<file path="src/prrp_consts.svh">
`ifndef PRRP_CONSTS_SVH
`define PRRP_CONSTS_SVH
// ==========================================================
// datapath shape
`define PRRP_DATA_W 256
`define PRRP_FIFO_DEPTH 16
`define PRRP_DESC_DW 4
// ==========================================================
// descriptor field positions
`define PRRP_TYPE_LSB 75
`define PRRP_TYPE_W 4
`define PRRP_COUNT_LSB 64
`define PRRP_COUNT_W 11
// ==========================================================
// byte mask and lane values
`define PRRP_MASK_ALL 4'hF
`define PRRP_MASK_NONE 4'h0
`define PRRP_LANE_ZERO 3'h0
// request type classes, one bit per 4-bit type code (arbitrary defaults)
`define PRRP_ATOMIC_SET 16'h7000
`define PRRP_MSG_SET 16'hC000
`endif

</file>
<file path="src/prrp_pkg.sv">
`include "prrp_consts.svh"
`default_nettype none
package prrp_pkg;
   // ==========================================================
   // sideband carried on the first beat of a packet
   typedef struct packed {
      logic [2:0] payload_start_lane;
      logic [3:0] trailing_byte_mask;
      logic [3:0] leading_byte_mask;
   } prrp_side_s;

   // one beat as stored towards the link side
   typedef struct packed {
      logic [`PRRP_DATA_W-1:0] data;
      logic [`PRRP_DATA_W/32-1:0] keep;
      logic last;
      logic nullify;
      logic is_message;
      prrp_side_s side;
   } prrp_entry_s;

   typedef enum logic [0:0] {
      PRRP_IDLE,
      PRRP_BODY
   } prrp_state_e;
endpackage
`default_nettype wire

</file>
<file path="src/prrp_framer.sv">
// Function
// - dword-aligned: payload directly after the descriptor dwords
// - valid dropping inside a packet nullifies that packet's TLP
// - device may drop accept; client then holds all inputs
// - address-aligned: payload next beat, start lane from sideband, lane zero for messages
// - descriptor-only packet: two beats at 64 bit, one wider
// - read start lane picks completion data alignment
// - io/cfg writes use leading mask; atomics that are not also message types treat all bytes valid
// - messages end by final_beat and keep; masks ignored
`timescale 1ns/1ps
`default_nettype none
`include "prrp_consts.svh"
module prrp_framer
   import prrp_pkg::*;
#(
   parameter int FIFO_DEPTH = `PRRP_FIFO_DEPTH,
   parameter logic [15:0] ATOMIC_SET = `PRRP_ATOMIC_SET,
   parameter logic [15:0] MSG_SET = `PRRP_MSG_SET
) (
   input wire logic clk,
   input wire logic rst_b,
   input wire logic addr_aligned_mode,
   input wire logic request_stream_valid,
   output logic request_stream_accept,
   input wire logic [`PRRP_DATA_W-1:0] request_stream_data,
   input wire logic [`PRRP_DATA_W/32-1:0] request_stream_dword_keep,
   input wire logic request_stream_final_beat,
   input wire prrp_side_s request_stream_sideband,
   output logic link_valid,
   input wire logic link_ready,
   output prrp_entry_s link_beat
);
   localparam int LANES = `PRRP_DATA_W / 32;
   localparam int TYPE_BIT = `PRRP_TYPE_LSB % `PRRP_DATA_W;
   localparam logic [1:0] TYPE_BEAT = 2'(`PRRP_TYPE_LSB / `PRRP_DATA_W);
   localparam logic [2:0] DW_LANE = 3'(`PRRP_DESC_DW % LANES);
   localparam int ENTRY_W = $bits(prrp_entry_s);

   // ==========================================================
   // handshake and framing state
   prrp_state_e state_r;
   logic fire, wr_ready;
   logic [1:0] beat_cnt_r;
   logic err_r;
   logic [`PRRP_TYPE_W-1:0] type_r, type_now;
   prrp_side_s side_r, side_now, side_out;
   logic is_atomic, is_msg;
   prrp_entry_s wr_beat;

   assign request_stream_accept = wr_ready;
   assign fire = request_stream_valid && wr_ready;

   // packet tracking: body means a non-final beat has been taken
   always_ff @(posedge clk or negedge rst_b) begin
      if (!rst_b) begin
         state_r <= PRRP_IDLE;
      end else if (fire) begin
         state_r <= request_stream_final_beat ? PRRP_IDLE : PRRP_BODY;
      end
   end

   // beat index saturates; only the first two beats matter
   always_ff @(posedge clk or negedge rst_b) begin
      if (!rst_b) begin
         beat_cnt_r <= '0;
      end else if (fire) begin
         if (request_stream_final_beat) begin
            beat_cnt_r <= '0;
         end else if (beat_cnt_r != 2'h3) begin
            beat_cnt_r <= beat_cnt_r + 2'h1;
         end
      end
   end

   // sticky gap error; no clear can collide since last needs valid high
   always_ff @(posedge clk or negedge rst_b) begin
      if (!rst_b) begin
         err_r <= 1'b0;
      end else if (state_r == PRRP_BODY && !request_stream_valid) begin
         err_r <= 1'b1;
      end else if (fire && request_stream_final_beat) begin
         err_r <= 1'b0;
      end
   end

   // request type sits in the second beat on a 64-bit datapath
   assign type_now = (beat_cnt_r == TYPE_BEAT) ?
      request_stream_data[TYPE_BIT +: `PRRP_TYPE_W] : type_r;
   always_ff @(posedge clk or negedge rst_b) begin
      if (!rst_b) begin
         type_r <= '0;
      end else if (fire && beat_cnt_r == TYPE_BEAT) begin
         type_r <= type_now;
      end
   end

   // sideband is only meaningful on the first beat, so hold it
   assign side_now = (state_r == PRRP_IDLE) ?
      request_stream_sideband : side_r;
   always_ff @(posedge clk or negedge rst_b) begin
      if (!rst_b) begin
         side_r <= '0;
      end else if (fire && state_r == PRRP_IDLE) begin
         side_r <= request_stream_sideband;
      end
   end

   assign is_atomic = ATOMIC_SET[type_now];
   assign is_msg = MSG_SET[type_now];

   // effective masks and start lane handed to the link side
   always_comb begin
      side_out = side_now;
      if (!addr_aligned_mode) begin
         side_out.payload_start_lane = DW_LANE;
      end
      if (is_msg) begin
         side_out.leading_byte_mask = `PRRP_MASK_NONE;
         side_out.trailing_byte_mask = `PRRP_MASK_NONE;
         side_out.payload_start_lane = addr_aligned_mode ?
            `PRRP_LANE_ZERO : DW_LANE;
      end else if (is_atomic) begin
         side_out.leading_byte_mask = `PRRP_MASK_ALL;
         side_out.trailing_byte_mask = `PRRP_MASK_ALL;
      end
   end

   // beat record; nullify rides with the final beat
   always_comb begin
      wr_beat.data = request_stream_data;
      wr_beat.keep = request_stream_dword_keep;
      wr_beat.last = request_stream_final_beat;
      wr_beat.nullify = err_r && request_stream_final_beat;
      wr_beat.is_message = is_msg;
      wr_beat.side = side_out;
   end

   // ==========================================================
   // elastic buffer towards the link; its not-full flag is our accept
   prrp_fifo #(
      .W(ENTRY_W),
      .DEPTH(FIFO_DEPTH)
   ) u_fifo (
      .clk(clk),
      .rst_b(rst_b),
      .in_valid(request_stream_valid),
      .in_ready(wr_ready),
      .in_data(wr_beat),
      .out_valid(link_valid),
      .out_ready(link_ready),
      .out_data(link_beat)
   );

   // ==========================================================
   // checks
   property p_gap_sets_err;
      @(posedge clk) disable iff (!rst_b)
         (state_r == PRRP_BODY && !request_stream_valid) |=> err_r;
   endproperty
   a_gap_sets_err: assert property (p_gap_sets_err)
      else $error("valid gap did not mark packet");

   // error stays armed until the final beat carries it out
   property p_gap_nullifies;
      @(posedge clk) disable iff (!rst_b)
         (err_r && !(fire && request_stream_final_beat)) |=> err_r;
   endproperty
   a_gap_nullifies: assert property (p_gap_nullifies)
      else $error("gap error dropped before final beat");

   property p_clean_not_null;
      @(posedge clk) disable iff (!rst_b)
         (fire && request_stream_final_beat && !err_r) |-> !wr_beat.nullify;
   endproperty
   a_clean_not_null: assert property (p_clean_not_null)
      else $error("clean packet nullified");

   property p_err_then_null;
      @(posedge clk) disable iff (!rst_b)
         (err_r && fire && request_stream_final_beat) |-> wr_beat.nullify;
   endproperty
   a_err_then_null: assert property (p_err_then_null)
      else $error("errored packet not nullified");

   property p_atomic_masks;
      @(posedge clk) disable iff (!rst_b)
         (fire && is_atomic && !is_msg) |->
         wr_beat.side.leading_byte_mask == `PRRP_MASK_ALL &&
         wr_beat.side.trailing_byte_mask == `PRRP_MASK_ALL;
   endproperty
   a_atomic_masks: assert property (p_atomic_masks)
      else $error("atomic masks not all ones");

   property p_msg_masks;
      @(posedge clk) disable iff (!rst_b)
         (fire && is_msg) |-> wr_beat.side.leading_byte_mask == '0 &&
         wr_beat.side.trailing_byte_mask == '0;
   endproperty
   a_msg_masks: assert property (p_msg_masks)
      else $error("message masks not cleared");

   property p_aligned_lane;
      @(posedge clk) disable iff (!rst_b)
         (fire && addr_aligned_mode && !is_msg && state_r == PRRP_BODY) |->
         wr_beat.side.payload_start_lane == $past(side_now.payload_start_lane);
   endproperty
   a_aligned_lane: assert property (p_aligned_lane)
      else $error("start lane not held from first beat");

   property p_dword_lane;
      @(posedge clk) disable iff (!rst_b)
         (fire && !addr_aligned_mode) |->
         wr_beat.side.payload_start_lane == DW_LANE;
   endproperty
   a_dword_lane: assert property (p_dword_lane)
      else $error("dword-aligned payload lane wrong");

   property p_idle_after_last;
      @(posedge clk) disable iff (!rst_b)
         (fire && request_stream_final_beat) |=>
         state_r == PRRP_IDLE && beat_cnt_r == '0;
   endproperty
   a_idle_after_last: assert property (p_idle_after_last)
      else $error("framing not reset after final beat");

   c_single_beat: cover property (@(posedge clk) disable iff (!rst_b)
      state_r == PRRP_IDLE && fire && request_stream_final_beat);
   c_multi_beat: cover property (@(posedge clk) disable iff (!rst_b)
      (fire && !request_stream_final_beat)
      ##1 (fire && request_stream_final_beat));
   c_nullified: cover property (@(posedge clk) disable iff (!rst_b)
      fire && wr_beat.nullify);
   c_message: cover property (@(posedge clk) disable iff (!rst_b)
      fire && is_msg && request_stream_final_beat);
endmodule // prrp_framer
`default_nettype wire

</file>
<file path="src/prrp_fifo.sv">
`timescale 1ns/1ps
`default_nettype none
module prrp_fifo #(
   parameter int W = 8,
   parameter int DEPTH = 16
) (
   input wire logic clk,
   input wire logic rst_b,
   input wire logic in_valid,
   output logic in_ready,
   input wire logic [W-1:0] in_data,
   output logic out_valid,
   input wire logic out_ready,
   output logic [W-1:0] out_data
);
   localparam int AW = $clog2(DEPTH);
   localparam logic [AW:0] FULL = (AW+1)'(DEPTH);
   localparam logic [AW-1:0] LAST_IDX = AW'(DEPTH - 1);
   // ==========================================================
   // storage and pointers
   logic [W-1:0] mem [DEPTH];
   logic [AW-1:0] wr_ptr_r, rd_ptr_r;
   logic [AW:0] count_r;
   logic push, pop;

   // honest flags; ready drops only when truly full
   assign in_ready = (count_r != FULL);
   assign out_valid = (count_r != '0);
   assign push = in_valid && in_ready;
   assign pop = out_valid && out_ready;
   assign out_data = mem[rd_ptr_r];

   // array write, no reset needed on payload storage
   always_ff @(posedge clk) begin
      if (push) begin
         mem[wr_ptr_r] <= in_data;
      end
   end

   // pointer wrap written out so non power-of-two depths work
   always_ff @(posedge clk or negedge rst_b) begin
      if (!rst_b) begin
         wr_ptr_r <= '0;
         rd_ptr_r <= '0;
         count_r <= '0;
      end else begin
         if (push) begin
            wr_ptr_r <= (wr_ptr_r == LAST_IDX) ? '0 : wr_ptr_r + 1'b1;
         end
         if (pop) begin
            rd_ptr_r <= (rd_ptr_r == LAST_IDX) ? '0 : rd_ptr_r + 1'b1;
         end
         count_r <= count_r + (AW+1)'(push) - (AW+1)'(pop);
      end
   end

   // ==========================================================
   // checks
   property p_ready_only_full;
      @(posedge clk) disable iff (!rst_b) !in_ready |-> count_r == FULL;
   endproperty
   a_ready_only_full: assert property (p_ready_only_full)
      else $error("accept withdrawn while fifo not full");

   property p_count_step;
      @(posedge clk) disable iff (!rst_b)
         (in_valid && in_ready && !pop) |=> count_r == $past(count_r) + 1'b1;
   endproperty
   a_count_step: assert property (p_count_step)
      else $error("transferred beat not counted");

   property p_fill_up;
      @(posedge clk) disable iff (!rst_b) !in_ready;
   endproperty
   c_fill_up: cover property (p_fill_up);
endmodule // prrp_fifo
`default_nettype wire

</file>
<file path="config.mk">
export PLATFORM = sky130hd
export DESIGN_NAME = prrp_framer
export DESIGN_NICKNAME = d
export VERILOG_FILES = /design/src/prrp_pkg.sv /design/src/prrp_framer.sv /design/src/prrp_fifo.sv
export VERILOG_INCLUDE_DIRS = /design/src /design/src/src
export SDC_FILE = /design/constraint.sdc
export NUM_CORES = 2
export LEC_CHECK = 0
export BUFFER_PORTS_ARGS = -buffer_cell sky130_fd_sc_hd__buf_2
export CORE_ASPECT_RATIO = 0.9
export CORE_UTILIZATION = 25
export CTS_CLUSTER_DIAMETER = 80
export DETAILED_ROUTE_END_ITERATION = 7
export PLACE_DENSITY = 0.49
export SLEW_MARGIN = 25
export SYNTH_ARGS = -nofsm -noshare
export SYNTH_HDL_FRONTEND = slang
export SYNTH_MEMORY_MAX_BITS = 65536
export SYNTH_SLANG_ARGS = --single-unit
</file>
<file path="constraint.sdc">
create_clock -name clk -period 26.9 [get_ports clk]
set_input_delay 0 -clock clk [delete_from_list [all_inputs] [get_ports clk]]
set_output_delay 0 -clock clk [all_outputs]
set_load 0.1 [all_outputs]
</file>
==> flow_summary.json <==
{
  "outcome": "completed",
  "drtAntennaViolNets": 0,
  "endpoint_kind": "primary output",
  "dieArea_um2": 686000,
  "fin_skew_ns": 0.125,
  "worstPathCellList": "buf_4, buf_4, buf_4, buf_4, buf_4, buf_4, buf_4, mux2i_1, a22oi_1, mux2i_1, o21ai_1, buf_2",
  "timing.rr.end": "u_fifo.mem[6][184]$_DFFE_PP_",
  "track_usage_pct": 13.3,
  "core_area_um2": 679000,
  "hp-class": "input port to flip-flop",
  "ys_types": 43,
  "leakage_nw": 64.8,
  "fin_tns_setup_ns": 0,
  "synthFlopType": "edfxtp_1",
  "drt_iter0_drc": 7967,
  "place.gp.congestion": 0.717,
  "cts_setup_buffers": 0,
  "startpoint_type": "flip-flop",
  "grt_first_pass_wirelength_mm": 667,
  "grt-busiest-layer": "met2",
  "use_met1_pct": 17.8,
  "critical_path.top_delay_family": "buffers and inverters",
  "placed_area_um2": 185000,
  "syn_inst": 7563,
  "drtPass1Iterations": 6,
  "final_area_um2": 205000,
  "timing.final.setup_violations": 0,
  "avgViaCountPerCell": 4.56,
  "crit_arrival_ns": 8.61,
  "io_pins": 561,
  "fin_crit_sh_pct": 32.0,
  "grt_pass1_vias": 88900,
  "cts_inserted_buffers": 459,
  "pwr_density_cell_nw_per_um2": 119,
  "hold_violations": 0,
  "wirelength_mm": 474,
  "rsz0062_at_grt": "false",
  "async_flop_share_pct": 0.692,
  "crit_slowest_cell": "buf_4",
  "post-dp-hpwl_mm": 248,
  "hp-start": "request_stream_data[233]",
  "r2r_setup_slack_ns": 20.71,
  "relSlewSlack_pct": 23.2,
  "wl_per_cell_um": 25.7,
  "synth_seq_cells": 4479,
  "final_common_cell": "edfxtp_1",
  "fmax_ghz": 0.116,
  "final_max_slew_viol_count": 0,
  "hold_buffers": 570,
  "r2r-start": "u_fifo.count_r[2]$_DFF_PN0_",
  "syn-num-nets": 7858,
  "min_to": "u_fifo.mem[6][255]$_DFFE_PP_",
  "irDropWorstVdd_uv": 153,
  "yosysWarnings": 0,
  "min_period_ns": 8.61,
  "antenna_found_initial": 83,
  "drcViolationCount": 0,
  "portBuffers": 560,
  "worst_path_most_repeated_cell": "buf_4",
  "drive_gt1_share_pct": 24.5,
  "die_w_um": 873,
  "avgSynthCellArea_um2": 22.6,
  "total_power_mw": 24.4,
  "maxCapViolCount": 0,
  "vias": 84100,
  "fin_nets": 9226,
  "initial_core_util_pct": 25.1,
  "worstPathMaxFanout": 58,
  "critPathRequiredTime_ns": 26.90,
  "htreeDepth": 5,
  "synth.yosys.seq_area_share_pct": 78.7,
  "whs_path_depth": 2,
  "overflow": 0,
  "final_cell_mix": "4448 x edfxtp_1, 845 x mux2i_1, 834 x mux4_2",
  "cp_num_buf_inv": 8,
  "clock_sinks": 4479,
  "clock_latency_ns": 1.06,
  "die_y_um": 786,
  "criticalPathCategory": "flip-flop to primary output",
  "cts_root_buffer": "clkbuf_16",
  "syn2layout_area_growth_pct": 20.1,
  "use_met2_pct": 22.8,
  "reg2reg_depth": 13,
  "grt.met3_usage_pct": 1.80,
  "cts-resized-gates": 0,
  "tritoncts": "built",
  "slowest_delay_ns": 0.87,
  "cts_buffer_depth": 4,
  "synth_edf_count": 4448,
  "cts.reportedPaths.clkPinSlew_ns": 0.06,
  "grt_max_degree": 125,
  "syn-cell-area_um2": 171000,
  "worst_slew_pin_slew_ns": 1.15,
  "rows": 287
}
## state kept, by name, indices dropped and copies added (netlist names)
name and cells:
beat_cnt_r 2, u_fifo.rd_ptr_r 4, type_r 3, side_r 11, u_fifo.wr_ptr_r 4, err_r 1
u_fifo.count_r 5, u_fifo.mem 4448, state_r 1
## per-stage QoR
stage	worst slack [ns]	cells	utilization (%)	hold WS, ns
global route	17.83	18400	30.2	0.0721
CTS	17.99	18400	30.2	0.00408
detailed placement	19.27	17000	27.2	0.155
global placement	19.28	17000	27.2	0.138
finish	18.29	18400	30.2	0.140
floorplan	4.74	7563	-	-0.296
## cell type report
class / count / area, um2
fill: 65600 / 474000
multi-input combinational: 2626 / 34100
inverter: 17 / 71.3
sequential: 4479 / 134000
clock buffer: 573 / 12000
clock inverter: 264 / 2680
timing repair buffer: 1348 / 10400
antenna: 20 / 50.0
tap: 9103 / 11400
## cells by family after synthesis
group | count (synthesis) | synth area share [%]
buf+inv | 458 | 1.42
compound gates | 864 | 3.57
flops | 4479 | 78.7
simple gates | 47 | 0.138
mux | 1695 | 16.1
xor+xnor | 6 | 0.0308
fa+ha+maj | 14 | 0.107
## how the worst max path moves through the flow
stage / from / end / cells past startpoint
CTS: u_fifo.rd_ptr_r[1]$_DFFE_PN0P_ / link_beat[154] / 12
detailed placement: u_fifo.rd_ptr_r[1]$_DFFE_PN0P_ / link_beat[154] / 12
global route: u_fifo.rd_ptr_r[1]$_DFFE_PN0P_ / link_beat[154] / 12
global placement: u_fifo.rd_ptr_r[1]$_DFFE_PN0P_ / link_beat[154] / 12
floorplan: u_fifo.count_r[2]$_DFF_PN0_ / u_fifo.mem[0][0]$_DFFE_PP_ / 8
finish: u_fifo.rd_ptr_r[1]$_DFFE_PN0P_ / link_beat[148] / 12
## per-layer routing
metal	part of all wire, %	routed length [um]
met2	50	235000
met5	0.044	210
met3	4.7	22200
met1	43	205000
met4	2.3	11000
## where the power goes
group          internal [mW]  switching [mW]  total, mW
logic                   2.49            7.12       9.61
registers               8.38           0.167       8.54
clock network           3.53            2.72       6.24
## synth_stat cells (all sizes together) (2+ instances only)
| cell | instances | area (um2) |
|---|---|---|
| ha | 13 | 163 |
| a31oi | 2 | 18.8 |
| dfrtp | 31 | 776 |
| mux4 | 834 | 18800 |
| nor2 | 17 | 66.3 |
| nand2 | 11 | 41.3 |
| xnor2 | 4 | 35.0 |
| and2 | 3 | 18.8 |
| a22oi | 278 | 2090 |
| nor3 | 4 | 20.0 |
| mux2 | 16 | 180 |
| a21oi | 14 | 70.1 |
| a32oi | 278 | 2430 |
| xor2 | 2 | 17.5 |
| nor3b | 2 | 15.0 |
| nand2b | 2 | 12.5 |
| nand3 | 3 | 15.0 |
| inv | 17 | 63.8 |
| clkbuf | 145 | 544 |
| buf | 296 | 1810 |
| edfxtp | 4448 | 134000 |
| mux2i | 845 | 8460 |
| o21ai | 284 | 1420 |
| a21o | 3 | 22.5 |
No activity file was read; power rests on OpenSTA's default activity.
